`src/rtl/psm_pkg.sv`:
```
// Package for the power save mode controller: register map, fields, states and timing
package psm_pkg;

  localparam int unsigned ADDR_W = 4;
  localparam int unsigned DATA_W = 32;
  localparam int unsigned NSRC = 8;

  // Register offsets (byte addresses, one word each)
  localparam logic [ADDR_W-1:0] OFS_CONTROL = 4'h0;
  localparam logic [ADDR_W-1:0] OFS_ASYNC_WAKE_ENABLE = 4'h4;
  localparam logic [ADDR_W-1:0] OFS_STATUS = 4'h8;
  localparam logic [ADDR_W-1:0] OFS_CAUSES = 4'hC;

  // Control register fields
  localparam int unsigned BIT_DEPTH_LO = 0;
  localparam int unsigned BIT_RETENTION = 2;
  localparam int unsigned BIT_BACKUP = 3;
  localparam int unsigned BIT_SLOW_CLK = 4;
  localparam int unsigned BIT_XTAL_EN = 5;
  localparam int unsigned BIT_RCSLOW_EN = 6;
  localparam int unsigned BIT_WAKE_IRQ_EN = 7;
  localparam int unsigned BIT_RUN_LO = 8;
  localparam logic [DATA_W-1:0] CONTROL_RESET = 32'h0000_0000;

  // Cause register fields
  localparam int unsigned BIT_WAKE_CAUSE_LO = 0;
  localparam int unsigned BIT_BACKUP_SELECT_WAKE_CAUSE_LO = 8;
  localparam int unsigned BIT_RESET_CAUSE_LO = 16;
  localparam int unsigned BIT_BACKUP_SELECT_FLAG = 24;

  // Backup wake source positions
  localparam int unsigned WK_EXT_IRQ = 0;
  localparam int unsigned WK_ASUP_BOD = 1;
  localparam int unsigned WK_CSUP_BOD = 2;
  localparam int unsigned WK_CAL_ALARM = 3;
  localparam int unsigned WK_CAL_PERIOD = 4;
  localparam int unsigned WK_CAL_OVF = 5;
  localparam int unsigned WK_WDOG = 6;

  // Reset source positions
  localparam int unsigned RS_ASUP_BOD = 0;
  localparam int unsigned RS_CSUP_BOD = 1;
  localparam int unsigned RS_WDOG = 2;
  localparam int unsigned RS_PIN = 3;

  // Asynchronous wake sources that need no enable bit
  localparam logic [NSRC-1:0] AWAKE_ALWAYS = 8'h03;

  // Core reset hold after supply is stable
  localparam int unsigned CORE_RST_HOLD_NS = 200;
  localparam int unsigned CLK_NS = 20;
  localparam int unsigned CORE_RST_CYC = (CORE_RST_HOLD_NS + CLK_NS - 1) / CLK_NS;

  typedef enum logic [1:0] {
    PSM_DEPTH_CPU,
    PSM_DEPTH_AHB,
    PSM_DEPTH_APB,
    PSM_DEPTH_SRC
  } psm_depth_e;

  typedef enum {
    ST_RUN,
    ST_SLEEP,
    ST_WAIT,
    ST_RETAIN,
    ST_BACKUP,
    ST_CORE_RESET
  } psm_state_e;

  typedef struct packed {
    logic cpu;
    logic ahb;
    logic apb_gen;
    logic fast_src;
    logic sys_rc;
    logic xtal_slow;
    logic rc_slow;
  } psm_clk_s;

  typedef struct packed {
    logic [ADDR_W-1:0] addr;
    logic [DATA_W-1:0] wdata;
    logic wr;
    logic rd;
  } psm_bus_s;

endpackage

```
`src/rtl/psm_ctrl.sv`:
```
// Power save mode controller: mode decode, clock gating, wake and reset qualification
// Operation
// - Reset starts default run mode, minimal clocks
// - Wake returns to run mode at entry
// - Reset during power save goes default mode
// - I/O configuration held in all power save modes
// - Sleep depth gates clocks level by level
// - Depth gating overrides peripheral clock masks
// - Stopped modules cannot wake from sleep
// - Deep and backup clear selects sleep
// - Sleep on ISR exit also enters
// - Unmasked priority interrupt ends sleep
// - Wait and retention keep core, slow clocks
// - Deep select, no backup: wait or retention
// - Async wake needs peripheral and enable bit; sources 0 and 1 need no enable bit
// - Async wake raises wake interrupt with cause
// - Backup powers off core, keeps backup domain
// - Deep and backup selects enter backup
// - Brownouts, watchdog, pin reset exit backup
// - Listed wake events exit backup
// - Slow clock select picks backup oscillator
// - Reset exit records source at once, releases core after stable supply
// - Wake exit resets core only, previous mode
// - Wake exit sets backup flag and cause
//
// Decided for this implementation: the strobed register port and the placing of the registers.
`timescale 1ns/1ps
module psm_ctrl
  import psm_pkg::*;
#(
  parameter int unsigned NPERIPH = 8,
  parameter int unsigned RUN_W = 2
) (
  input wire logic ref_clk,
  input wire logic resetn,
  input wire psm_pkg::psm_bus_s bus,
  output logic [psm_pkg::DATA_W-1:0] rdata,
  input wire logic wfi_exec,
  input wire logic isr_exit_lowest,
  input wire logic deep_sleep_select,
  input wire logic sleep_on_isr_exit,
  input wire logic irq_pending,
  input wire logic [NPERIPH-1:0] periph_irq_on_ahb,
  input wire logic [NPERIPH-1:0] periph_irq_on_apb,
  input wire logic [NPERIPH-1:0] periph_clk_mask,
  input wire logic [psm_pkg::NSRC-1:0] async_wake_req,
  input wire logic [6:0] backup_wake_req,
  input wire logic [3:0] reset_req,
  input wire logic core_supply_ok,
  output psm_pkg::psm_clk_s clk_en,
  output logic [NPERIPH-1:0] periph_clk_en,
  output logic core_power_on,
  output logic core_reset_n,
  output logic io_hold,
  output logic slow_clock_select,
  output logic wake_irq,
  output logic [RUN_W-1:0] run_mode,
  output logic cpu_halted
);

  initial begin
    if (NPERIPH < 1) $error("psm_ctrl: NPERIPH must be at least one");
    if (RUN_W < 1 || RUN_W > 8) $error("psm_ctrl: RUN_W must be 1 to 8");
  end

  // ************************************************************
  // Input synchronisers
  // ************************************************************
  logic [NSRC-1:0] async_wake_s;
  logic [6:0] bk_wake_s;
  logic [3:0] rst_req_s;
  logic supply_ok_s;

  psm_sync #(.W(NSRC + 12)) u_sync (
    .ref_clk(ref_clk),
    .resetn(resetn),
    .d({async_wake_req, backup_wake_req, reset_req, core_supply_ok}),
    .q({async_wake_s, bk_wake_s, rst_req_s, supply_ok_s})
  );

  // ************************************************************
  // Registers
  // ************************************************************
  logic [DATA_W-1:0] control;
  logic [NSRC-1:0] async_wake_enable;
  logic [7:0] wake_cause;
  logic [6:0] backup_wake_cause;
  logic [3:0] reset_cause;
  logic backup_flag;
  psm_state_e state;
  psm_state_e next_state;
  logic [RUN_W-1:0] saved_run;
  logic [$clog2(CORE_RST_CYC+1)-1:0] hold_cnt;
  logic exit_by_reset;

  logic [1:0] sleep_depth_field;
  logic retention_select;
  logic backup_select;
  logic wake_irq_enable;
  assign sleep_depth_field = control[BIT_DEPTH_LO +: 2];
  assign retention_select = control[BIT_RETENTION];
  assign backup_select = control[BIT_BACKUP];
  assign wake_irq_enable = control[BIT_WAKE_IRQ_EN];

  logic any_reset;
  logic [NSRC-1:0] async_hits;
  logic [6:0] bk_hits;
  logic entry;
  logic sleep_wake;
  logic write_control;
  assign any_reset = |rst_req_s;
  assign async_hits = async_wake_s & (async_wake_enable | AWAKE_ALWAYS);
  assign bk_hits = bk_wake_s;
  assign entry = wfi_exec | (sleep_on_isr_exit & isr_exit_lowest);
  assign write_control = bus.wr && bus.addr == OFS_CONTROL;

  // Only interrupts from modules still clocked count
  logic [NPERIPH-1:0] live_irq;
  always_comb begin
    live_irq = '0;
    case (sleep_depth_field)
      PSM_DEPTH_CPU: live_irq = periph_irq_on_ahb | periph_irq_on_apb;
      PSM_DEPTH_AHB: live_irq = periph_irq_on_apb;
      default: live_irq = '0;
    endcase
  end
  assign sleep_wake = irq_pending && ((sleep_depth_field == PSM_DEPTH_CPU) || (|live_irq));

  always_ff @(posedge ref_clk or negedge resetn) begin
    if (!resetn) begin
      control <= CONTROL_RESET;
    end else if (write_control) begin
      control <= bus.wdata;
    end
  end

  always_ff @(posedge ref_clk or negedge resetn) begin
    if (!resetn) begin
      async_wake_enable <= '0;
    end else if (bus.wr && bus.addr == OFS_ASYNC_WAKE_ENABLE) begin
      async_wake_enable <= bus.wdata[NSRC-1:0];
    end
  end

  // ************************************************************
  // Mode sequencer
  // ************************************************************
  always_comb begin
    next_state = state;
    case (state)
      ST_RUN: begin
        if (entry) begin
          if (!deep_sleep_select) begin
            next_state = ST_SLEEP;
          end else if (backup_select) begin
            next_state = ST_BACKUP;
          end else if (retention_select) begin
            next_state = ST_RETAIN;
          end else begin
            next_state = ST_WAIT;
          end
        end
      end
      ST_SLEEP: begin
        if (sleep_wake) begin
          next_state = ST_RUN;
        end
      end
      ST_WAIT, ST_RETAIN: begin
        if (|async_hits) begin
          next_state = ST_RUN;
        end
      end
      ST_BACKUP: begin
        if (any_reset || (|bk_hits)) begin
          next_state = ST_CORE_RESET;
        end
      end
      ST_CORE_RESET: begin
        if (supply_ok_s && hold_cnt == CORE_RST_CYC[$bits(hold_cnt)-1:0]) begin
          next_state = ST_RUN;
        end
      end
      default: next_state = ST_RUN;
    endcase
  end

  always_ff @(posedge ref_clk or negedge resetn) begin
    if (!resetn) begin
      state <= ST_RUN;
    end else if (any_reset && state != ST_BACKUP && state != ST_CORE_RESET) begin
      state <= ST_RUN;
    end else begin
      state <= next_state;
    end
  end

  // The run mode field of the control register is saved at entry; run_mode holds the current mode
  always_ff @(posedge ref_clk or negedge resetn) begin
    if (!resetn) begin
      saved_run <= '0;
    end else if (state == ST_RUN && entry) begin
      saved_run <= control[BIT_RUN_LO +: RUN_W];
    end
  end

  always_ff @(posedge ref_clk or negedge resetn) begin
    if (!resetn) begin
      run_mode <= '0;
    end else if (any_reset) begin
      run_mode <= '0;
    end else if (state == ST_CORE_RESET && exit_by_reset) begin
      run_mode <= '0;
    end else if (state != ST_RUN && next_state == ST_RUN) begin
      run_mode <= saved_run;
    end else if (state == ST_RUN && write_control) begin
      run_mode <= bus.wdata[BIT_RUN_LO +: RUN_W];
    end
  end

  // Reset wins over a wake seen in the same cycle
  always_ff @(posedge ref_clk or negedge resetn) begin
    if (!resetn) begin
      exit_by_reset <= 1'b0;
    end else if (state == ST_BACKUP && any_reset) begin
      exit_by_reset <= 1'b1;
    end else if (state == ST_BACKUP && |bk_hits) begin
      exit_by_reset <= 1'b0;
    end else if (state == ST_CORE_RESET && any_reset) begin
      exit_by_reset <= 1'b1;
    end
  end

  always_ff @(posedge ref_clk or negedge resetn) begin
    if (!resetn) begin
      hold_cnt <= '0;
    end else if (state != ST_CORE_RESET || !supply_ok_s) begin
      hold_cnt <= '0;
    end else if (hold_cnt != CORE_RST_CYC[$bits(hold_cnt)-1:0]) begin
      hold_cnt <= hold_cnt + 1'b1;
    end
  end

  // ************************************************************
  // Cause recording
  // ************************************************************
  always_ff @(posedge ref_clk or negedge resetn) begin
    if (!resetn) begin
      wake_cause <= '0;
    end else if ((state == ST_WAIT || state == ST_RETAIN) && |async_hits) begin
      wake_cause <= wake_cause | async_hits;
    end else if (bus.wr && bus.addr == OFS_CAUSES) begin
      wake_cause <= wake_cause & ~bus.wdata[BIT_WAKE_CAUSE_LO +: NSRC];
    end
  end

  always_ff @(posedge ref_clk or negedge resetn) begin
    if (!resetn) begin
      wake_irq <= 1'b0;
    end else begin
      wake_irq <= wake_irq_enable && (|wake_cause);
    end
  end

  always_ff @(posedge ref_clk or negedge resetn) begin
    if (!resetn) begin
      reset_cause <= '0;
      backup_flag <= 1'b0;
      backup_wake_cause <= '0;
    end else if (state == ST_BACKUP && any_reset) begin
      reset_cause <= rst_req_s;
      backup_flag <= 1'b0;
    end else if (state == ST_BACKUP && |bk_hits) begin
      backup_flag <= 1'b1;
      backup_wake_cause <= bk_hits;
    end else if (any_reset) begin
      reset_cause <= rst_req_s;
    end
  end

  // ************************************************************
  // Clock, power and pin outputs
  // ************************************************************
  logic in_low;
  logic slow_clk_pick;
  assign in_low = state == ST_WAIT || state == ST_RETAIN || state == ST_BACKUP || state == ST_CORE_RESET;
  assign slow_clk_pick = control[BIT_SLOW_CLK];

  always_ff @(posedge ref_clk or negedge resetn) begin
    if (!resetn) begin
      clk_en <= '{cpu: 1'b1, ahb: 1'b1, apb_gen: 1'b1, fast_src: 1'b0, sys_rc: 1'b1,
                  xtal_slow: 1'b0, rc_slow: 1'b0};
    end else begin
      clk_en.cpu <= state == ST_RUN;
      clk_en.ahb <= state == ST_RUN || (state == ST_SLEEP && sleep_depth_field == PSM_DEPTH_CPU);
      clk_en.apb_gen <= state == ST_RUN || (state == ST_SLEEP && sleep_depth_field < PSM_DEPTH_APB);
      clk_en.fast_src <= state == ST_RUN || (state == ST_SLEEP && sleep_depth_field != PSM_DEPTH_SRC);
      clk_en.sys_rc <= !in_low;
      clk_en.xtal_slow <= control[BIT_XTAL_EN];
      clk_en.rc_slow <= control[BIT_RCSLOW_EN];
    end
  end

  // Depth gating overrides the per-module mask
  always_ff @(posedge ref_clk or negedge resetn) begin
    if (!resetn) begin
      periph_clk_en <= '0;
    end else if (state == ST_RUN || (state == ST_SLEEP && sleep_depth_field < PSM_DEPTH_APB)) begin
      periph_clk_en <= periph_clk_mask;
    end else begin
      periph_clk_en <= '0;
    end
  end

  always_ff @(posedge ref_clk or negedge resetn) begin
    if (!resetn) begin
      core_power_on <= 1'b1;
      core_reset_n <= 1'b1;
      io_hold <= 1'b0;
      slow_clock_select <= 1'b0;
      cpu_halted <= 1'b0;
    end else begin
      core_power_on <= state != ST_BACKUP;
      core_reset_n <= !(state == ST_BACKUP || state == ST_CORE_RESET);
      io_hold <= state != ST_RUN;
      slow_clock_select <= slow_clk_pick;
      cpu_halted <= state != ST_RUN;
    end
  end

  // ************************************************************
  // Register read port
  // ************************************************************
  always_ff @(posedge ref_clk or negedge resetn) begin
    if (!resetn) begin
      rdata <= '0;
    end else if (bus.rd) begin
      case (bus.addr)
        OFS_CONTROL: rdata <= control;
        OFS_ASYNC_WAKE_ENABLE: rdata <= {{(DATA_W-NSRC){1'b0}}, async_wake_enable};
        OFS_STATUS: rdata <= {{(DATA_W-8-RUN_W){1'b0}}, run_mode, 5'h00, state == ST_RUN, state == ST_SLEEP,
                              core_power_on};
        OFS_CAUSES: rdata <= {7'h00, backup_flag, 4'h0, reset_cause, 1'b0, backup_wake_cause, wake_cause};
        default: rdata <= '0;
      endcase
    end else begin
      rdata <= '0;
    end
  end

endmodule

```
`src/rtl/psm_sync.sv`:
```
// Two-stage synchroniser for a bus of asynchronous levels
`timescale 1ns/1ps
module psm_sync #(
  parameter int unsigned W = 8
) (
  input wire logic ref_clk,
  input wire logic resetn,
  input wire logic [W-1:0] d,
  output logic [W-1:0] q
);
  logic [W-1:0] meta;

  initial begin
    if (W < 1) $error("psm_sync: width must be at least one");
  end

  always_ff @(posedge ref_clk or negedge resetn) begin
    if (!resetn) begin
      meta <= '0;
      q <= '0;
    end else begin
      meta <= d;
      q <= meta;
    end
  end
endmodule

```
`config.mk`:
```
export PLATFORM = sky130hd
export DESIGN_NAME = psm_ctrl
export DESIGN_NICKNAME = d
export VERILOG_FILES = /design/src/rtl/psm_pkg.sv /design/src/rtl/psm_ctrl.sv /design/src/rtl/psm_sync.sv
export SDC_FILE = /design/constraint.sdc
export NUM_CORES = 1
export LEC_CHECK = 0
export BUFFER_PORTS_ARGS = -buffer_cell sky130_fd_sc_hd__buf_2
export CAP_MARGIN = 10
export CELL_PAD_IN_SITES_DETAIL_PLACEMENT = 1
export CELL_PAD_IN_SITES_GLOBAL_PLACEMENT = 2
export CORE_MARGIN = 4
export CORE_UTILIZATION = 33
export DETAILED_ROUTE_END_ITERATION = 10
export HOLD_SLACK_MARGIN = 0.03
export PLACE_DENSITY = 0.74
export SLEW_MARGIN = 0
export SYNTH_ARGS = -nofsm -noshare
export SYNTH_HDL_FRONTEND = slang
export SYNTH_HIERARCHICAL = 1
export SYNTH_SLANG_ARGS = --single-unit
```
`constraint.sdc`:
```
create_clock -name ref_clk -period 2.5 [get_ports ref_clk]
set_clock_uncertainty 0.1 [all_clocks]
set_input_delay 0.25 -clock ref_clk [delete_from_list [all_inputs] [get_ports ref_clk]]
set_output_delay 0.25 -clock ref_clk [all_outputs]
set_load 0.03 [all_outputs]
```
======== Word-level counts from Yosys, hierarchy flattened ========
Index checks and enable logic that the tools add are counted.
word-level totals
  register bits ........................... 193
  output and inout port bits .............. 55
  word-level logic and storage cells ...... 139
  input bits .............................. 89
operators by class
  add/sub/neg operators ................... 1
  bitwise operators ....................... 8
  reduce and logical (&&, ||, !) cells .... 52
  magnitude comparators ................... 1
  muxes and demuxes ....................... 30
  equality and inequality tests ........... 20
operator list
  kind                   number
  $mux W32               8
  $pmux W32 S5           1
  $eq A32 B3 Y1 const B  4
  $pmux W32 S4           1
  $eq A32 B2 Y1 const B  3
  $logic_not A32 Y1      3
  $eq A32 B4 Y1 const B  2
  $ne A32 B4 Y1 const B  2
  $eq A32 B1 Y1 const B  1
  $reduce_bool A32 Y1    1
  $mux W8                3
  $reduce_or A8 Y1       3
  $mux W4                5
  $logic_and A1 B1 Y1    19
  $and A8 B8 Y8          2
  $or A8 B8 Y8           2
  $pmux W8 S2            1
  $eq A4 B4 Y1 const B   3
  $logic_or A1 B1 Y1     10
  $mux W2                4
  $not A8 Y8             1
  $reduce_bool A2 Y1     4
  $reduce_or A7 Y1       1
  $mux W1                6
  18 further kinds       22

======== Logic depth before layout (Yosys ltp) ========
  depth in word-level cells ............... 12
  mapped depth ............................ 7

======== By module ========
The synthesis kept the hierarchy.
by module, submodules not included
  module    cells an instance  area an instance (um^2)  seq. area each (um^2)  times used
  psm_ctrl  437                5903.2                   3836.2                 1
  psm_sync  40                 1001.0                   1001.0                 1

======== Least setup slack after synthesis ========
OpenSTA, ideal clock, no wires.
  path kind ............................... register -> register
  start point ............................. register state[10]
  end point ............................... register backup_wake_cause[0]
  library setup time ...................... 0.125 ns
  clock period less this slack ............ 2.377 ns
  arrival time ............................ 2.152 ns
  path buffers ............................ 1
  stages on the path, launching flop included .. 8
  slack ................................... 0.123 ns
  data required time ...................... 2.275 ns
  cell sequence ........................... dfrtp_1 -> nor4_2 -> nand4_2 -> nor3_4 -> inv_2 -> or4_4 -> buf_6 -> mux2_4
on the way
  longest elaborated chain between the ends .. 4
  elaborated cells on any way between the ends .. 5
  those cells by class .................... eq/ne: 1; bitwise: 1; reduce/logical: 3
RTL lines
  element                        RTL line                          text
  from (decl)                    psm_ctrl.sv:90                    psm_state_e state;
  from (signal assigned)         psm_ctrl.sv:194                   state <= next_state;
  $eq A32 B4 Y1 *                psm_ctrl.sv:270, psm_ctrl.sv:273
  $logic_and A1 B1 Y1            psm_ctrl.sv:270                   end else if (state == ST_BACKUP && any_reset) begin
  $not A1 Y1 (no line)           --
  $reduce_and A2 Y1 (no line) *  --
  to (signal assigned)           psm_ctrl.sv:275                   backup_wake_cause <= bk_hits;
  to (decl)                      psm_ctrl.sv:87                    logic [6:0] backup_wake_cause;
Mark *: on every way between the ends. The rest lies on a longest branch, timed or not.
A chain may end at the register's enable or synchronous reset.

======== Worst setup path after layout ========
  start point ............................. register state[5]
  end point ............................... register backup_wake_cause[2]
The elaborated chain is that of the path after synthesis.

==> metrics.txt <==
Rows 52; Syn Area/Cell approximately 14 um^2; critical path endpoint category flip-flop; Post-synth EDFFs 0; top post-synthesis cells by area dfrtp_1 68%, mux2_2 6.9%, dfstp_2 2.3%; commonest cells after routing, fill and taps aside 187 x dfrtp_1, 134 x buf_2, 62 x dlygate4sd3_1; xor and xnor area share after synthesis less than 1%; initial antenna violation count 0; hold path depth 2; H-tree levels 4; total power between 6 and 7 mW; CTS sink cnt slightly below 200; # diodes 0; post-CTS setup buffer count 0; combinational family with the most area after synthesis simple AND/OR/NAND/NOR gates; WS Path Type flip-flop to flip-flop; slew margin rel. about 44%; pin count of the biggest net entering global routing 63; Period Utilization, post-route between 90% and 100%; Post-Synth Simple-Gate Area between 10% and 20%; CTS buffer count 17; crit path DAT approximately 2.6 ns; layout cells sized above 1 roughly a third; Max Cap Viol 0; DRT iter0 DRCs around 200; remaining antenna violation count 0; fillers around 2200; NumNets Final between 800 and 900; ys async rst share 100%; Synth Flop Type dfrtp_1; CORE AREA ~20000 um^2; Total GRT Usage ~15%; grt ovf 0; Crit Path Max Fanout 7; Worst EP required roughly 2.7 ns; Max VDD drop 0.401 mV; Power per Cell Area between 700 and 800 nW/um^2; Reg2Reg Depth 6; Hold Crit Class primary input to flip-flop; Yosys warnings 6; Final setup viols 0; largest area contributor in the netlist dfrtp_1; final WL about 17 mm; distinct cell type count after synthesis 54; Adder-Cell Fraction of Synth Area less than 1%; die area 23300 um^2; Leak Pwr 4.46 nW; Vias ~4800; wire length of the first global-routing pass 28.3 mm; drt via density between 4 and 5; Port Buffers around 140; initial core utilization 33.8%; DRC 0; routability cong. just over 0.8; Die W about 150 um; Clock Latency Late Sink 0.43 ns; clock transition at the registers of the reported paths roughly 0.070 ns; Syn Inst Count 477; CTS tree done; CTS root buffer clkbuf_16; vias in the first global route 5213; area grow syn2layout 35.6%; Slew @ Worst Pin about 0.83 ns; Synth top area share about 68%; die height about 150 um; #FFs+latches synth about 190; post-layout minimum cycle time about 2.4 ns; drt pass-1 iters 4; CP Launch Type flip-flop; setup slack after layout around 0.12 ns; post-DP HPWL 12.2 mm; boundary pin count around 140; mux share of post-synthesis cell area 8.66%; post-synthesis sequential area ratio between 70% and 80%; Post-Synthesis Cell Area 6900 um^2; complex-gate fraction of the synthesized area around 8%; most common cell after layout, fill and taps aside dfrtp_1; outcome finished clean; Slew Viols, Final 0; FMAX approximately 420 MHz; Hold Vio Cnt, Final 0; clock tree buffer depth 2; setup slack at placement about 0.069 ns; per-cell routed wire length between 15 and 20 um
final cells by class:
cell class	instances	area, um^2	area share [%]
Timing Repair Buffer	217	1470	15.7
Tap cell	270	338	3.61
Sequential cell	193	4840	51.6
Multi-Input combinational cell	287	2120	22.7
Clock inverter	13	116	1.24
Inverter	8	30.0	0.321
Clock buffer	19	453	4.84
metrics by stage:
stage	instance area (um^2)	hold slack, ns	std cells	utilization (%)	setup TNS (ns)
2_1_floorplan	7010	-0.146	505	-	0
3_3_place_gp	8140	0.161	913	39.9	0
3_5_place_dp	8140	0.169	913	39.9	0
4_1_cts	9330	0.0652	1007	45.7	0
5_1_grt	9370	0.0786	1007	45.8	-0.000369
6_report	9370	0.0896	1007	45.8	0
registers in the layout (all words and copies together) (netlist names), 2 cells and up:
register,cells
reset_cause,4
control,32
run_mode,2
hold_cnt,4
rdata,32
clk_en,7
backup_wake_cause,7
state,32
u_sync/meta,20
saved_run,2
wake_cause,8
u_sync/q,20
async_wake_enable,8
periph_clk_en,8
critical path: stages (launching register included):
cell and delay [ns]:
dfrtp_1 0.40, nor4_4 0.37, nand4_2 0.22, nor3_4 0.19, inv_2 0.05, or4_4 0.60, mux2_4 0.34
worst paths after layout:
check	from	endpoint	slack (ns)
hold reg to reg	u_sync/meta[19]	u_sync/q[19]	0.25
hold / removal	bus[0]	rdata[22]	0.09
setup reg to reg	state[5]	backup_wake_cause[2]	0.12
min in group asynchronous	resetn	control[21]	0.25
setup / recovery	state[5]	backup_wake_cause[2]	0.12
max in group asynchronous	resetn	state[6]	1.26
Yosys cell counts (4+ instances only):
| cell | n |
|---|---|
| and3_1 | 12 |
| and2_1 | 11 |
| a211oi_1 | 6 |
| nor4_2 | 7 |
| mux2_2 | 42 |
| a21oi_1 | 21 |
| nor2_1 | 23 |
| nand3_1 | 5 |
| nor4_1 | 8 |
| inv_1 | 7 |
| o21ai_0 | 4 |
| nand2_1 | 25 |
| mux2_4 | 7 |
| a222oi_1 | 6 |
| a21o_1 | 6 |
| clkbuf_1 | 15 |
| dfstp_2 | 6 |
| a22oi_1 | 19 |
| nand4_1 | 4 |
| nor3_1 | 8 |
| dfrtp_1 | 187 |
cells by family after synthesis:
family | Yosys count
flops | 193
simple gates | 124
compound gates | 78
mux | 51
buf+inv | 25
xor+xnor | 3
fa+ha+maj | 2
other cells | 1
per-layer routing:
layer | part of all wire, % | track usage [%] | wire length (um)
met1 | 42 | 20.2 | 7370
met2 | 51 | 25.0 | 8810
met3 | 5.7 | 3.89 | 986
met4 | 1.5 | 5.13 | 255
met5 | 0 | 0 | 0
timing repair:
item,in CTS,in global routing
setup endpoints to repair,0,13
hold endpoints to repair,128,0
gates resized for setup,0,4
hold buffers,62,0
report_power, final:
| group | internal (mW) | leakage, nW | total (mW) | switching [mW] |
|---|---|---|---|---|
| logic | 0.289 | 1.76 | 0.552 | 0.263 |
| clock network | 1.37 | 0.286 | 2.60 | 1.23 |
| registers | 3.36 | 2.42 | 3.52 | 0.160 |
Power figures use the tool's default switching activity.
